[config.mk]
export PLATFORM = sky130hd
export DESIGN_NAME = spmd_panel
export DESIGN_NICKNAME = d
export VERILOG_FILES = /design/src/rtl/spmd_pkg.sv /design/src/rtl/spmd_panel.sv
export VERILOG_INCLUDE_DIRS = /design/src /design/src/rtl
export SDC_FILE = /design/constraint.sdc
export NUM_CORES = 2
export LEC_CHECK = 0
export BUFFER_PORTS_ARGS = -buffer_cell sky130_fd_sc_hd__buf_2
export CAP_MARGIN = 10
export CORE_AREA = 2 2 507 509
export CTS_CLUSTER_DIAMETER = 80
export DETAILED_ROUTE_END_ITERATION = 8
export DIE_AREA = 0 0 509 511
export SLEW_MARGIN = 10
export SYNTH_ARGS = -nofsm -noshare
export SYNTH_HDL_FRONTEND = slang
export SYNTH_SLANG_ARGS = --single-unit
export TNS_END_PERCENT = 30
[constraint.sdc]
create_clock -name clk -period 9.6 [get_ports clk]
set_input_delay 1.92 -clock clk [delete_from_list [all_inputs] [get_ports clk]]
set_output_delay 1.92 -clock clk [all_outputs]
set_load 0.02 [all_outputs]
[src/rtl/spmd_defines.svh]
// register map, field values and timing counts of the panel monitor
// assumes inclusion by bare name from the panel design file
`ifndef SPMD_DEFINES_SVH
`define SPMD_DEFINES_SVH

// ==========================================================
// register word addresses
`define SPMD_A_MONSEL 8'h00
`define SPMD_A_SPECFN 8'h01
`define SPMD_A_FMASK 8'h02
`define SPMD_A_MAPT1 8'h03
`define SPMD_A_MAPT3 8'h05
`define SPMD_A_MVC1 8'h06
`define SPMD_A_MVC4 8'h09
`define SPMD_A_JOGSPD 8'h0a
`define SPMD_A_STATUS 8'h0b
`define SPMD_A_DISP 8'h0c

// ==========================================================
// reset values and special-function values
`define SPMD_MONSEL_RST 5'h00
`define SPMD_JOG_RST 16'h0014
`define SPMD_FN_FORCE 16'h0196
`define SPMD_FN_NORMAL 16'h0190
`define SPMD_Z_STEP 32'h00001388

// ==========================================================
// monitor codes
`define SPMD_CODE_MAX 5'h1a
`define SPMD_CODE_INERTIA 5'h0f
`define SPMD_CODE_RESON 5'h11
`define SPMD_CODE_ZABS 5'h12
`define SPMD_CODE_MAP1 5'h13
`define SPMD_CODE_MAP3 5'h15
`define SPMD_CODE_MV1 5'h17

// ==========================================================
// parameter-mode selections
`define SPMD_PSEL_FLAST 4'h4
`define SPMD_PSEL_JOG 4'h5
`define SPMD_PSEL_DI 4'h6
`define SPMD_PSEL_DO 4'h7
`define SPMD_PSEL_MASK 4'h8
`define SPMD_PSEL_NONE 4'hf

// ==========================================================
// digit character codes (0..15 are hex digits)
`define SPMD_CH_BLANK 5'h10
`define SPMD_CH_H 5'h11
`define SPMD_CH_L 5'h12
`define SPMD_CH_J 5'h13
`define SPMD_CH_O 5'h14
`define SPMD_CH_G 5'h15
`define SPMD_BCD_STEPS 6'h20

`endif

[src/rtl/spmd_pkg.sv]
// types shared by the panel monitor design
// assumes nothing beyond a SystemVerilog compiler
package spmd_pkg;

  typedef enum logic [1:0] {
    PS_MONITOR = 2'b00,
    PS_FAULT = 2'b01,
    PS_JOGSPD = 2'b10,
    PS_JOGRUN = 2'b11
  } spmd_state_t;

  // five digit codes, code[4] leftmost, and their decimal points
  typedef struct packed {
    logic [4:0][4:0] code;
    logic [4:0] dp;
  } spmd_disp_t;

  // value to format and how
  typedef struct packed {
    logic [31:0] val;
    logic is32;
    logic hex;
    logic sgn;
    logic dp1;
  } spmd_fmt_t;

endpackage : spmd_pkg

[src/rtl/spmd_panel.sv]
// front-panel monitor, display formatter, jog, output forcing, diagnosis
// assumes synchronous inputs, level keys, register port master
//
// Local design decisions: the register addresses and the strobed register port.
`timescale 1ns/10ps
`default_nettype none
`include "spmd_defines.svh"

module spmd_panel import spmd_pkg::*; #(
  parameter int NVAR = 32,
  parameter int NDO = 3,
  parameter logic [15:0] JOG_MAX = 16'h1388
) (
  // clock and reset
  input wire logic clk,
  input wire logic rst_n,
  // register port
  input wire logic [7:0] regAddr,
  input wire logic [31:0] regWdata,
  input wire logic regWr,
  input wire logic regRd,
  output logic [31:0] regRdata,
  // keypad levels
  input wire logic keyUp,
  input wire logic keyDown,
  input wire logic keySet,
  input wire logic keyShift,
  input wire logic keyFmt,
  // parameter-mode context
  input wire logic [3:0] paramSel,
  input wire logic editActive,
  input wire logic [31:0] editValue,
  input wire logic editIs32,
  input wire logic editHex,
  // drive variables
  input wire logic [NVAR-1:0][31:0] varIn,
  input wire logic [7:0] resFirst,
  input wire logic [7:0] resSecond,
  input wire logic [15:0] inertiaTenths,
  input wire logic zIdxFwd,
  input wire logic zIdxRev,
  input wire logic zHome,
  input wire logic [4:0][15:0] faultLog,
  // servo state and digital i/o
  input wire logic servoOn,
  input wire logic [4:0] diIn,
  input wire logic [NDO-1:0] doNormal,
  output logic [NDO-1:0] doOut,
  // jog
  output logic jogFwd,
  output logic jogRev,
  output logic [15:0] jogSpeed,
  // display
  output spmd_disp_t disp
);

  localparam int VW = $clog2(NVAR);

  // ==========================================================
  // parameter check
  if (NVAR < 27 || NVAR > 256 || NDO < 1 || NDO > 16) begin : g_chk
    $error("spmd_panel: NVAR or NDO out of range");
  end

  // ==========================================================
  // reset release
  logic [1:0] rstPipe;
  logic rstSync;
  always_ff @(posedge clk or negedge rst_n) begin
    if (!rst_n) rstPipe <= 2'b00;
    else rstPipe <= {rstPipe[0], 1'b1};
  end
  assign rstSync = rstPipe[1];

  // ==========================================================
  // registers
  logic [4:0] monSel_reg;
  logic [15:0] specFn_reg;
  logic [15:0] fmask_reg;
  logic [2:0][VW-1:0] mapTgt_reg;
  logic [3:0][VW-1:0] mvCode_reg;
  logic [15:0] jogSpd_reg;
  logic forceEn_reg;
  logic [4:0] monCode_reg;
  logic hiLo_reg;
  logic hexSel_reg;
  spmd_state_t state_reg;
  logic [2:0] faultIdx_reg;
  logic [31:0] zPos_reg;
  logic [4:0] keyPrev_reg;
  logic [31:0] rdata_reg;
  spmd_disp_t disp_reg;
  logic [NDO-1:0] doOut_reg;

  wire wrMonSel = regWr && regAddr == `SPMD_A_MONSEL;
  wire wrSpecFn = regWr && regAddr == `SPMD_A_SPECFN;
  wire wrFmask = regWr && regAddr == `SPMD_A_FMASK;
  wire wrJog = regWr && regAddr == `SPMD_A_JOGSPD;
  wire wrMap = regWr && regAddr >= `SPMD_A_MAPT1
    && regAddr <= `SPMD_A_MAPT3;
  wire wrMvc = regWr && regAddr >= `SPMD_A_MVC1
    && regAddr <= `SPMD_A_MVC4;
  wire [1:0] mapWIdx = 2'(regAddr - `SPMD_A_MAPT1);
  wire [1:0] mvcWIdx = 2'(regAddr - `SPMD_A_MVC1);
  wire codeOk = regWdata[31:5] == 27'h0
    && regWdata[4:0] <= `SPMD_CODE_MAX;

  // ==========================================================
  // key edges and panel state
  wire [4:0] keyNow = {keyFmt, keyShift, keySet, keyDown, keyUp};
  wire [4:0] press = keyNow & ~keyPrev_reg;
  wire pUp = press[0];
  wire pDown = press[1];
  wire pSet = press[2];
  wire pShift = press[3];
  wire pFmt = press[4];
  wire inMonView = state_reg == PS_MONITOR && !editActive
    && paramSel == `SPMD_PSEL_NONE;

  spmd_state_t state_next;
  always_comb begin
    state_next = state_reg;
    case (state_reg)
      PS_MONITOR: begin
        if (pSet && paramSel <= `SPMD_PSEL_FLAST) state_next = PS_FAULT;
        else if (pSet && paramSel == `SPMD_PSEL_JOG) state_next = PS_JOGSPD;
      end
      PS_FAULT: begin
        if (pSet) state_next = PS_MONITOR;
      end
      PS_JOGSPD: begin
        if (pSet) state_next = PS_JOGRUN;
      end
      PS_JOGRUN: begin
        if (pSet) state_next = PS_MONITOR;
      end
      default: state_next = PS_MONITOR;
    endcase
  end

  // motion follows held keys directly so release stops at once
  assign jogFwd = state_reg == PS_JOGRUN && servoOn && keyUp && !keyDown;
  assign jogRev = state_reg == PS_JOGRUN && servoOn && keyDown && !keyUp;

  always_ff @(posedge clk or negedge rstSync) begin
    if (!rstSync) begin
      state_reg <= PS_MONITOR;
      keyPrev_reg <= 5'h00;
      faultIdx_reg <= 3'h0;
    end else begin
      state_reg <= state_next;
      keyPrev_reg <= keyNow;
      if (state_reg == PS_MONITOR && pSet) faultIdx_reg <= paramSel[2:0];
    end
  end

  // ==========================================================
  // jog speed, monitor code, format toggles
  wire [15:0] jogSpd_next =
    wrJog ? regWdata[15:0] :
    (state_reg == PS_JOGSPD && pUp && jogSpd_reg < JOG_MAX) ?
      jogSpd_reg + 16'h0001 :
    (state_reg == PS_JOGSPD && pDown && jogSpd_reg != 16'h0000) ?
      jogSpd_reg - 16'h0001 : jogSpd_reg;
  wire [4:0] monUp = monCode_reg == `SPMD_CODE_MAX ? 5'h00
    : monCode_reg + 5'h01;
  wire [4:0] monDn = monCode_reg == 5'h00 ? `SPMD_CODE_MAX
    : monCode_reg - 5'h01;
  wire [4:0] monCode_next = (wrMonSel && codeOk) ? regWdata[4:0] :
    (inMonView && pUp) ? monUp : (inMonView && pDown) ? monDn :
    monCode_reg;

  always_ff @(posedge clk or negedge rstSync) begin
    if (!rstSync) begin
      jogSpd_reg <= `SPMD_JOG_RST;
      monSel_reg <= `SPMD_MONSEL_RST;
      monCode_reg <= `SPMD_MONSEL_RST;
      hiLo_reg <= 1'b1;
      hexSel_reg <= 1'b0;
    end else begin
      jogSpd_reg <= jogSpd_next;
      monCode_reg <= monCode_next;
      if (wrMonSel && codeOk) monSel_reg <= regWdata[4:0];
      if (pShift && (inMonView || editActive)) hiLo_reg <= !hiLo_reg;
      if (pFmt && inMonView) hexSel_reg <= !hexSel_reg;
    end
  end
  assign jogSpeed = jogSpd_reg;

  // ==========================================================
  // selectors, special function, forced outputs
  always_ff @(posedge clk or negedge rstSync) begin
    if (!rstSync) begin
      specFn_reg <= `SPMD_FN_NORMAL;
      fmask_reg <= 16'h0000;
      mapTgt_reg <= '0;
      mvCode_reg <= '0;
      forceEn_reg <= 1'b0;
    end else begin
      if (wrSpecFn) specFn_reg <= regWdata[15:0];
      if (wrSpecFn && regWdata[15:0] == `SPMD_FN_FORCE) forceEn_reg <= 1'b1;
      if (wrSpecFn && regWdata[15:0] == `SPMD_FN_NORMAL) forceEn_reg <= 1'b0;
      if (wrFmask) fmask_reg <= regWdata[15:0];
      if (wrMap) mapTgt_reg[mapWIdx] <= regWdata[VW-1:0];
      if (wrMvc) mvCode_reg[mvcWIdx] <= regWdata[VW-1:0];
    end
  end

  // upper mask bits never reach doOut; only the mask view and the register read show them
  always_ff @(posedge clk or negedge rstSync) begin
    if (!rstSync) doOut_reg <= '0;
    else doOut_reg <= forceEn_reg ? fmask_reg[NDO-1:0] : doNormal;
  end
  assign doOut = doOut_reg;

  // ==========================================================
  // index-relative encoder count
  always_ff @(posedge clk or negedge rstSync) begin
    if (!rstSync) zPos_reg <= 32'h00000000;
    else if (zHome) zPos_reg <= 32'h00000000;
    else if (zIdxFwd && !zIdxRev) zPos_reg <= zPos_reg + `SPMD_Z_STEP;
    else if (zIdxRev && !zIdxFwd) zPos_reg <= zPos_reg - `SPMD_Z_STEP;
  end

  // ==========================================================
  // monitor source selection
  wire [1:0] mapIdx = 2'(monCode_reg - `SPMD_CODE_MAP1);
  wire [1:0] mvIdx = 2'(monCode_reg - `SPMD_CODE_MV1);
  wire isMap = monCode_reg >= `SPMD_CODE_MAP1
    && monCode_reg <= `SPMD_CODE_MAP3;
  wire isMv = monCode_reg >= `SPMD_CODE_MV1;
  wire isInertia = monCode_reg == `SPMD_CODE_INERTIA;
  wire isReson = monCode_reg == `SPMD_CODE_RESON;
  wire [31:0] monRaw =
    isReson ? {16'h0000, resSecond, resFirst} :
    (monCode_reg == `SPMD_CODE_ZABS) ? zPos_reg :
    isInertia ? {16'h0000, inertiaTenths} :
    isMap ? varIn[mapTgt_reg[mapIdx]] :
    isMv ? varIn[mvCode_reg[mvIdx]] :
    varIn[VW'(monCode_reg)];
  wire spmd_fmt_t fmtMon = '{val: monRaw, is32: !(isInertia || isReson),
    hex: isReson || (!isInertia && hexSel_reg), sgn: !isReson,
    dp1: isInertia};

  // ==========================================================
  // view selection
  wire spmd_fmt_t fmtJog = '{val: {16'h0000, jogSpd_reg}, is32: 1'b0,
    hex: 1'b0, sgn: 1'b0, dp1: 1'b0};
  wire spmd_fmt_t fmtFault = '{val: {16'h0000, faultLog[faultIdx_reg]},
    is32: 1'b0, hex: 1'b1, sgn: 1'b0, dp1: 1'b0};
  wire spmd_fmt_t fmtEdit = '{val: editValue, is32: editIs32,
    hex: editHex, sgn: 1'b1, dp1: 1'b0};
  wire spmd_fmt_t fmtDi = '{val: {27'h0, diIn}, is32: 1'b0,
    hex: 1'b1, sgn: 1'b0, dp1: 1'b0};
  wire spmd_fmt_t fmtDo = '{val: 32'(doOut_reg), is32: 1'b0,
    hex: 1'b1, sgn: 1'b0, dp1: 1'b0};
  wire spmd_fmt_t fmtMask = '{val: {16'h0000, fmask_reg}, is32: 1'b0,
    hex: 1'b1, sgn: 1'b0, dp1: 1'b0};
  wire inMon = state_reg == PS_MONITOR;
  wire spmd_fmt_t fmt =
    (state_reg == PS_JOGSPD) ? fmtJog :
    (state_reg == PS_FAULT) ? fmtFault :
    editActive ? fmtEdit :
    (paramSel == `SPMD_PSEL_DI) ? fmtDi :
    (paramSel == `SPMD_PSEL_DO) ? fmtDo :
    (paramSel == `SPMD_PSEL_MASK) ? fmtMask : fmtMon;
  wire blankView = inMon && !editActive && paramSel != `SPMD_PSEL_NONE
    && paramSel != `SPMD_PSEL_DI && paramSel != `SPMD_PSEL_DO
    && paramSel != `SPMD_PSEL_MASK;

  // ==========================================================
  // sign and magnitude
  wire [31:0] ext = fmt.is32 ? fmt.val :
    fmt.sgn ? {{16{fmt.val[15]}}, fmt.val[15:0]} :
    {16'h0000, fmt.val[15:0]};
  wire neg = fmt.sgn && !fmt.hex && ext[31];
  wire [31:0] mag = neg ? 32'(~ext + 32'h00000001) : ext;

  // ==========================================================
  // binary to decimal, one bit per cycle, restarts continuously
  function automatic logic [39:0] dabble(input logic [39:0] b,
                                         input logic inBit);
    logic [39:0] a;
    a = b;
    for (int i = 0; i < 10; i++) begin
      if (a[4*i +: 4] > 4'h4) a[4*i +: 4] = a[4*i +: 4] + 4'h3;
    end
    return {a[38:0], inBit};
  endfunction : dabble

  logic [5:0] bcdCnt_reg;
  logic [39:0] bcdAcc_reg;
  logic [31:0] bcdMag_reg;
  logic [39:0] bcd_reg;
  wire [39:0] bcdStep = dabble(bcdAcc_reg, bcdMag_reg[31]);

  always_ff @(posedge clk or negedge rstSync) begin
    if (!rstSync) begin
      bcdCnt_reg <= 6'h00;
      bcdAcc_reg <= 40'h0;
      bcdMag_reg <= 32'h0;
      bcd_reg <= 40'h0;
    end else if (bcdCnt_reg == 6'h00) begin
      bcdCnt_reg <= `SPMD_BCD_STEPS;
      bcdAcc_reg <= 40'h0;
      bcdMag_reg <= mag;
    end else begin
      bcdCnt_reg <= bcdCnt_reg - 6'h01;
      bcdAcc_reg <= bcdStep;
      bcdMag_reg <= {bcdMag_reg[30:0], 1'b0};
      if (bcdCnt_reg == 6'h01) bcd_reg <= bcdStep;
    end
  end

  // ==========================================================
  // digit formatting
  function automatic logic [3:0][4:0] nib4(input logic [15:0] v);
    return {{1'b0, v[15:12]}, {1'b0, v[11:8]},
            {1'b0, v[7:4]}, {1'b0, v[3:0]}};
  endfunction : nib4

  wire [19:0] decSel = (fmt.is32 && hiLo_reg) ? bcd_reg[39:20]
    : bcd_reg[19:0];
  wire [4:0][4:0] decCode = {{1'b0, decSel[19:16]}, nib4(decSel[15:0])};
  wire [4:0][4:0] hexCode =
    !fmt.is32 ? {`SPMD_CH_BLANK, nib4(ext[15:0])} :
    hiLo_reg ? {`SPMD_CH_H, nib4(ext[31:16])} :
    {`SPMD_CH_L, nib4(ext[15:0])};
  wire [4:0] numDp = {neg, neg, 1'b0, fmt.dp1,
    fmt.is32 && hiLo_reg && !fmt.hex};
  wire spmd_disp_t dispNum = '{code: fmt.hex ? hexCode : decCode,
    dp: numDp};
  wire spmd_disp_t dispJog = '{code: {`SPMD_CH_BLANK, `SPMD_CH_BLANK,
    `SPMD_CH_J, `SPMD_CH_O, `SPMD_CH_G}, dp: 5'h00};
  wire spmd_disp_t dispBlank = '{code: {5{`SPMD_CH_BLANK}}, dp: 5'h00};
  wire spmd_disp_t disp_next = (state_reg == PS_JOGRUN) ? dispJog :
    blankView ? dispBlank : dispNum;

  always_ff @(posedge clk or negedge rstSync) begin
    if (!rstSync) disp_reg <= '{code: {5{`SPMD_CH_BLANK}}, dp: 5'h00};
    else disp_reg <= disp_next;
  end
  assign disp = disp_reg;

  // ==========================================================
  // register read port
  wire [31:0] statusWord = {16'h0000, 3'b000, state_reg, forceEn_reg,
    hiLo_reg, hexSel_reg, 3'b000, monCode_reg};
  wire [31:0] rdSel =
    (regAddr == `SPMD_A_MONSEL) ? {27'h0, monSel_reg} :
    (regAddr == `SPMD_A_SPECFN) ? {16'h0000, specFn_reg} :
    (regAddr == `SPMD_A_FMASK) ? {16'h0000, fmask_reg} :
    wrMap || (regAddr >= `SPMD_A_MAPT1 && regAddr <= `SPMD_A_MAPT3) ?
      32'(mapTgt_reg[mapWIdx]) :
    (regAddr >= `SPMD_A_MVC1 && regAddr <= `SPMD_A_MVC4) ?
      32'(mvCode_reg[mvcWIdx]) :
    (regAddr == `SPMD_A_JOGSPD) ? {16'h0000, jogSpd_reg} :
    (regAddr == `SPMD_A_STATUS) ? statusWord :
    (regAddr == `SPMD_A_DISP) ? {2'b00, disp_reg} : 32'h00000000;

  always_ff @(posedge clk or negedge rstSync) begin
    if (!rstSync) rdata_reg <= 32'h00000000;
    else rdata_reg <= regRd ? rdSel : 32'h00000000;
  end
  assign regRdata = rdata_reg;
endmodule : spmd_panel
`default_nettype wire

==> results.toml <==
[detailed_routing]
via_per_inst = 5.76
wl_um = 422000
drt_iter0_markers = 9674
routedWlPerCell_um = 43.3
drt_first_pass_iters = 9
ant_nets = 0
vias = 56200
drc = 0

[clock_tree]
cts_tree = "built"
htree_levels = 2
max-clock-path-buffers = 3
insertion_delay_ps = 600
ctsResizeCount = 0
clkTransAtPathRegs_ps = 70
cts_buffers = 37
root_buffer = "clkbuf_16"
numClockSinks = 312
postCtsSetupBuffers = 0
cts_hold_buf = 0

[synth]
synth-edff-count = 0
synth_xor_area_frac = 0.0146
synthSimpleGateAreaFrac = 0.186
ys_warn_count = 0
syn_inst = 4976
ys_seq_elements = 312
async_flop_share = 1.00
synth_ff_type = "dfrtp_1"
yosysSeqAreaShare = 0.176
yosys-mux-area-fraction = 0.367
synth_compound_area_frac = 0.179
yosysUniqueCellTypes = 109
syn_area_um2 = 44300
synth_top_family_by_area = "multiplexers"
synth_adder_area_share = 0.0195
postSynthAreaPerCell_um2 = 8.90

[run]
cap_violations = 0

[floorplanning]
chipWidth_um = 509
die_h_um = 511
placementRows = 186
dieArea_um2 = 260000
num_io_pins = 1319
design.core.area_um2 = 255000
start_util = 0.174

[placement]
dpl.hpwl_um = 353000
place_congestion = 1.03
place_ws_ps = 1980
placed_cells = 9384
numPortBuffers = 1315

[final_layout]
finalNonFillerCells = 9758
fin_util = 0.222
final_nets = 7343
fillers = 28400
drive_gt1_frac = 0.365
ff_latch_area_um2 = 7840
multi_input_area_um2 = 34400
syn_to_final_growth_pct = 28.0

[timing]
hold_violations = 0
fin_skew_ps = 35.6
fin_ws_ps = 1540
fin_crit_ps = 8060
clock.fmax_ghz = 0.124
setup_viol = 0
maxSlewHeadroom = 0.0268
fin_crit_sh = 0.840
rsz0062_at_grt = "false"
tns_ps = 0
tightest_slew_ps = 1450
maxSlewViolCount = 0

[critical_path]
crit_required_ps = 10090
cp-end-kind = "flop"
cp_cell_sequence = "inv_1, ha_4, mux4_4, and2_1, nand2_1, a2111oi_0, nor4bb_1, nand4b_1, o31a_1, nor4_2, nand4_2, nor2_2, nor3_1, a211oi_1"
crit_buf_inv = 1
slowest_delay_ps = 1180
cp.arrival_ps = 8550
cpLargestDelayFamily = "simple AND/OR/NAND/NOR gates"
cpMaxStageDelayCell = "mux4_4"
crit_type = "reg2reg"
startpoint_type = "flop"
worstPathMaxFanout = 57

[global_route]
gr-total-overflow = 0
grt_pass1_wl_um = 537000
grt_usage = 0.310
antenna_found_initial = 544
grt_start_max_net_pins = 164
grt_pass1_vias = 51100

[pwr]
power_density_nw_per_um2 = 241
leakage_uw = 0.0222
vdd_drop_max_v = 0.000262

[outcome]
status = "finished clean"

[min_path]
hold_path.class = "reg2reg"
[metal layers]
metal	GRT usage	wire length (µm)	up-vias
met3	0.198	72400	1418
met5	0	2310	-
met4	0.187	29900	328
met1	0.342	144000	27700
li1	-	-	21800
met2	0.442	173000	4985
[synth_stat cells (23+ instances only)]
library cell / instances / area (µm²)
nand4_1: 42 / 263
clkbuf_1: 189 / 709
dfrtp_1: 304 / 7610
a221oi_1: 47 / 412
nor3_1: 84 / 420
buf_4: 48 / 360
mux2i_1: 475 / 4750
nor2b_1: 67 / 419
ha_1: 66 / 826
nor2_1: 289 / 1080
a32oi_1: 36 / 315
buf_6: 26 / 293
buf_2: 146 / 731
o21ai_0: 247 / 1240
nand3_1: 268 / 1340
and3_1: 23 / 144
mux2_2: 127 / 1430
a311oi_1: 27 / 236
nor4_1: 32 / 200
xor2_1: 26 / 228
buf_1: 32 / 120
and2_1: 46 / 288
nand2_1: 822 / 3090
xnor2_1: 48 / 420
o22ai_1: 37 / 231
a21oi_1: 184 / 921
mux4_2: 446 / 10000
a31oi_1: 66 / 413
o31ai_1: 35 / 263
a211oi_1: 86 / 646
a22oi_1: 56 / 420
a32o_1: 23 / 230
inv_1: 75 / 282
o211ai_1: 85 / 638
[where the power goes]
| group | leakage (µW) | switching [µW] | internal, µW |
|---|---|---|---|
| clock | 0.000648 | 671 | 915 |
| combinational | 0.0175 | 6510 | 3460 |
| sequential | 0.00405 | 519 | 1600 |
| total | 0.0222 | 7700 | 5970 |
[stage by stage]
stage                     cell area [µm²]  power (µW)  hold slack (ps)
after floorplan                     44300        7650              331
final                               56700       13700              351
after CTS                           55900       13400              348
after global routing                56300       14000              363
after detailed placement            54600       11700              336
after global placement              54600       11700              333
[cells by family after synthesis]
family                     count (synthesis)
adders and majority gates                 68
xor gates and xnor gates                  74
and+or+nand+nor                         1794
buffers and inverters                    522
AOI/OAI and AO/OA                       1155
other                                      2
muxes                                   1049
DFF                                      312
[cell type report]
class / count / share of cell area
Tap cell: 3384 / 0.0747
Antenna cell: 306 / 0.0135
Timing Repair Buffer: 1466 / 0.138
Sequential cell: 312 / 0.138
Multi-Input combinational cell: 4144 / 0.607
Clock buffer: 49 / 0.0184
Inverter: 78 / 0.00516
Clock inverter: 19 / 0.00483
[path summary, 6_finish.rpt]
check / start / endpoint / slack (ps) / cells after the start
setup / recovery: monCode_reg[0] / bcdMag_reg[25] / 1540 / 14
hold / removal: rstPipe[0] / rstPipe[1] / 350 / 0
hold reg to reg: rstPipe[0] / rstPipe[1] / 350 / 0
setup reg to reg: monCode_reg[0] / bcdMag_reg[25] / 1540 / 14
min in group asynchronous: rstPipe[1] / regRdata[18] / 390 / 0
max in group asynchronous: rstPipe[1] / monCode_reg[1] / 6940 / 2
[placed cells by master, fill, tap and decap left out, types with 56 or more instances in the layout]
master and n:
o211ai_1 85, mux4_2 442, buf_4 140, buf_2 1315, a21oi_1 183, mux2_2 124, a22oi_1 56, o21ai_0 242
inv_1 75, nor2_1 276, a211oi_1 84, nor2b_1 62, mux2i_1 475, a31oi_1 66, dfrtp_1 298, nor3_1 81
diode_2 306, ha_1 64, nand2_1 822, nand3_1 268
No activity file was read; power rests on OpenSTA's default activity.
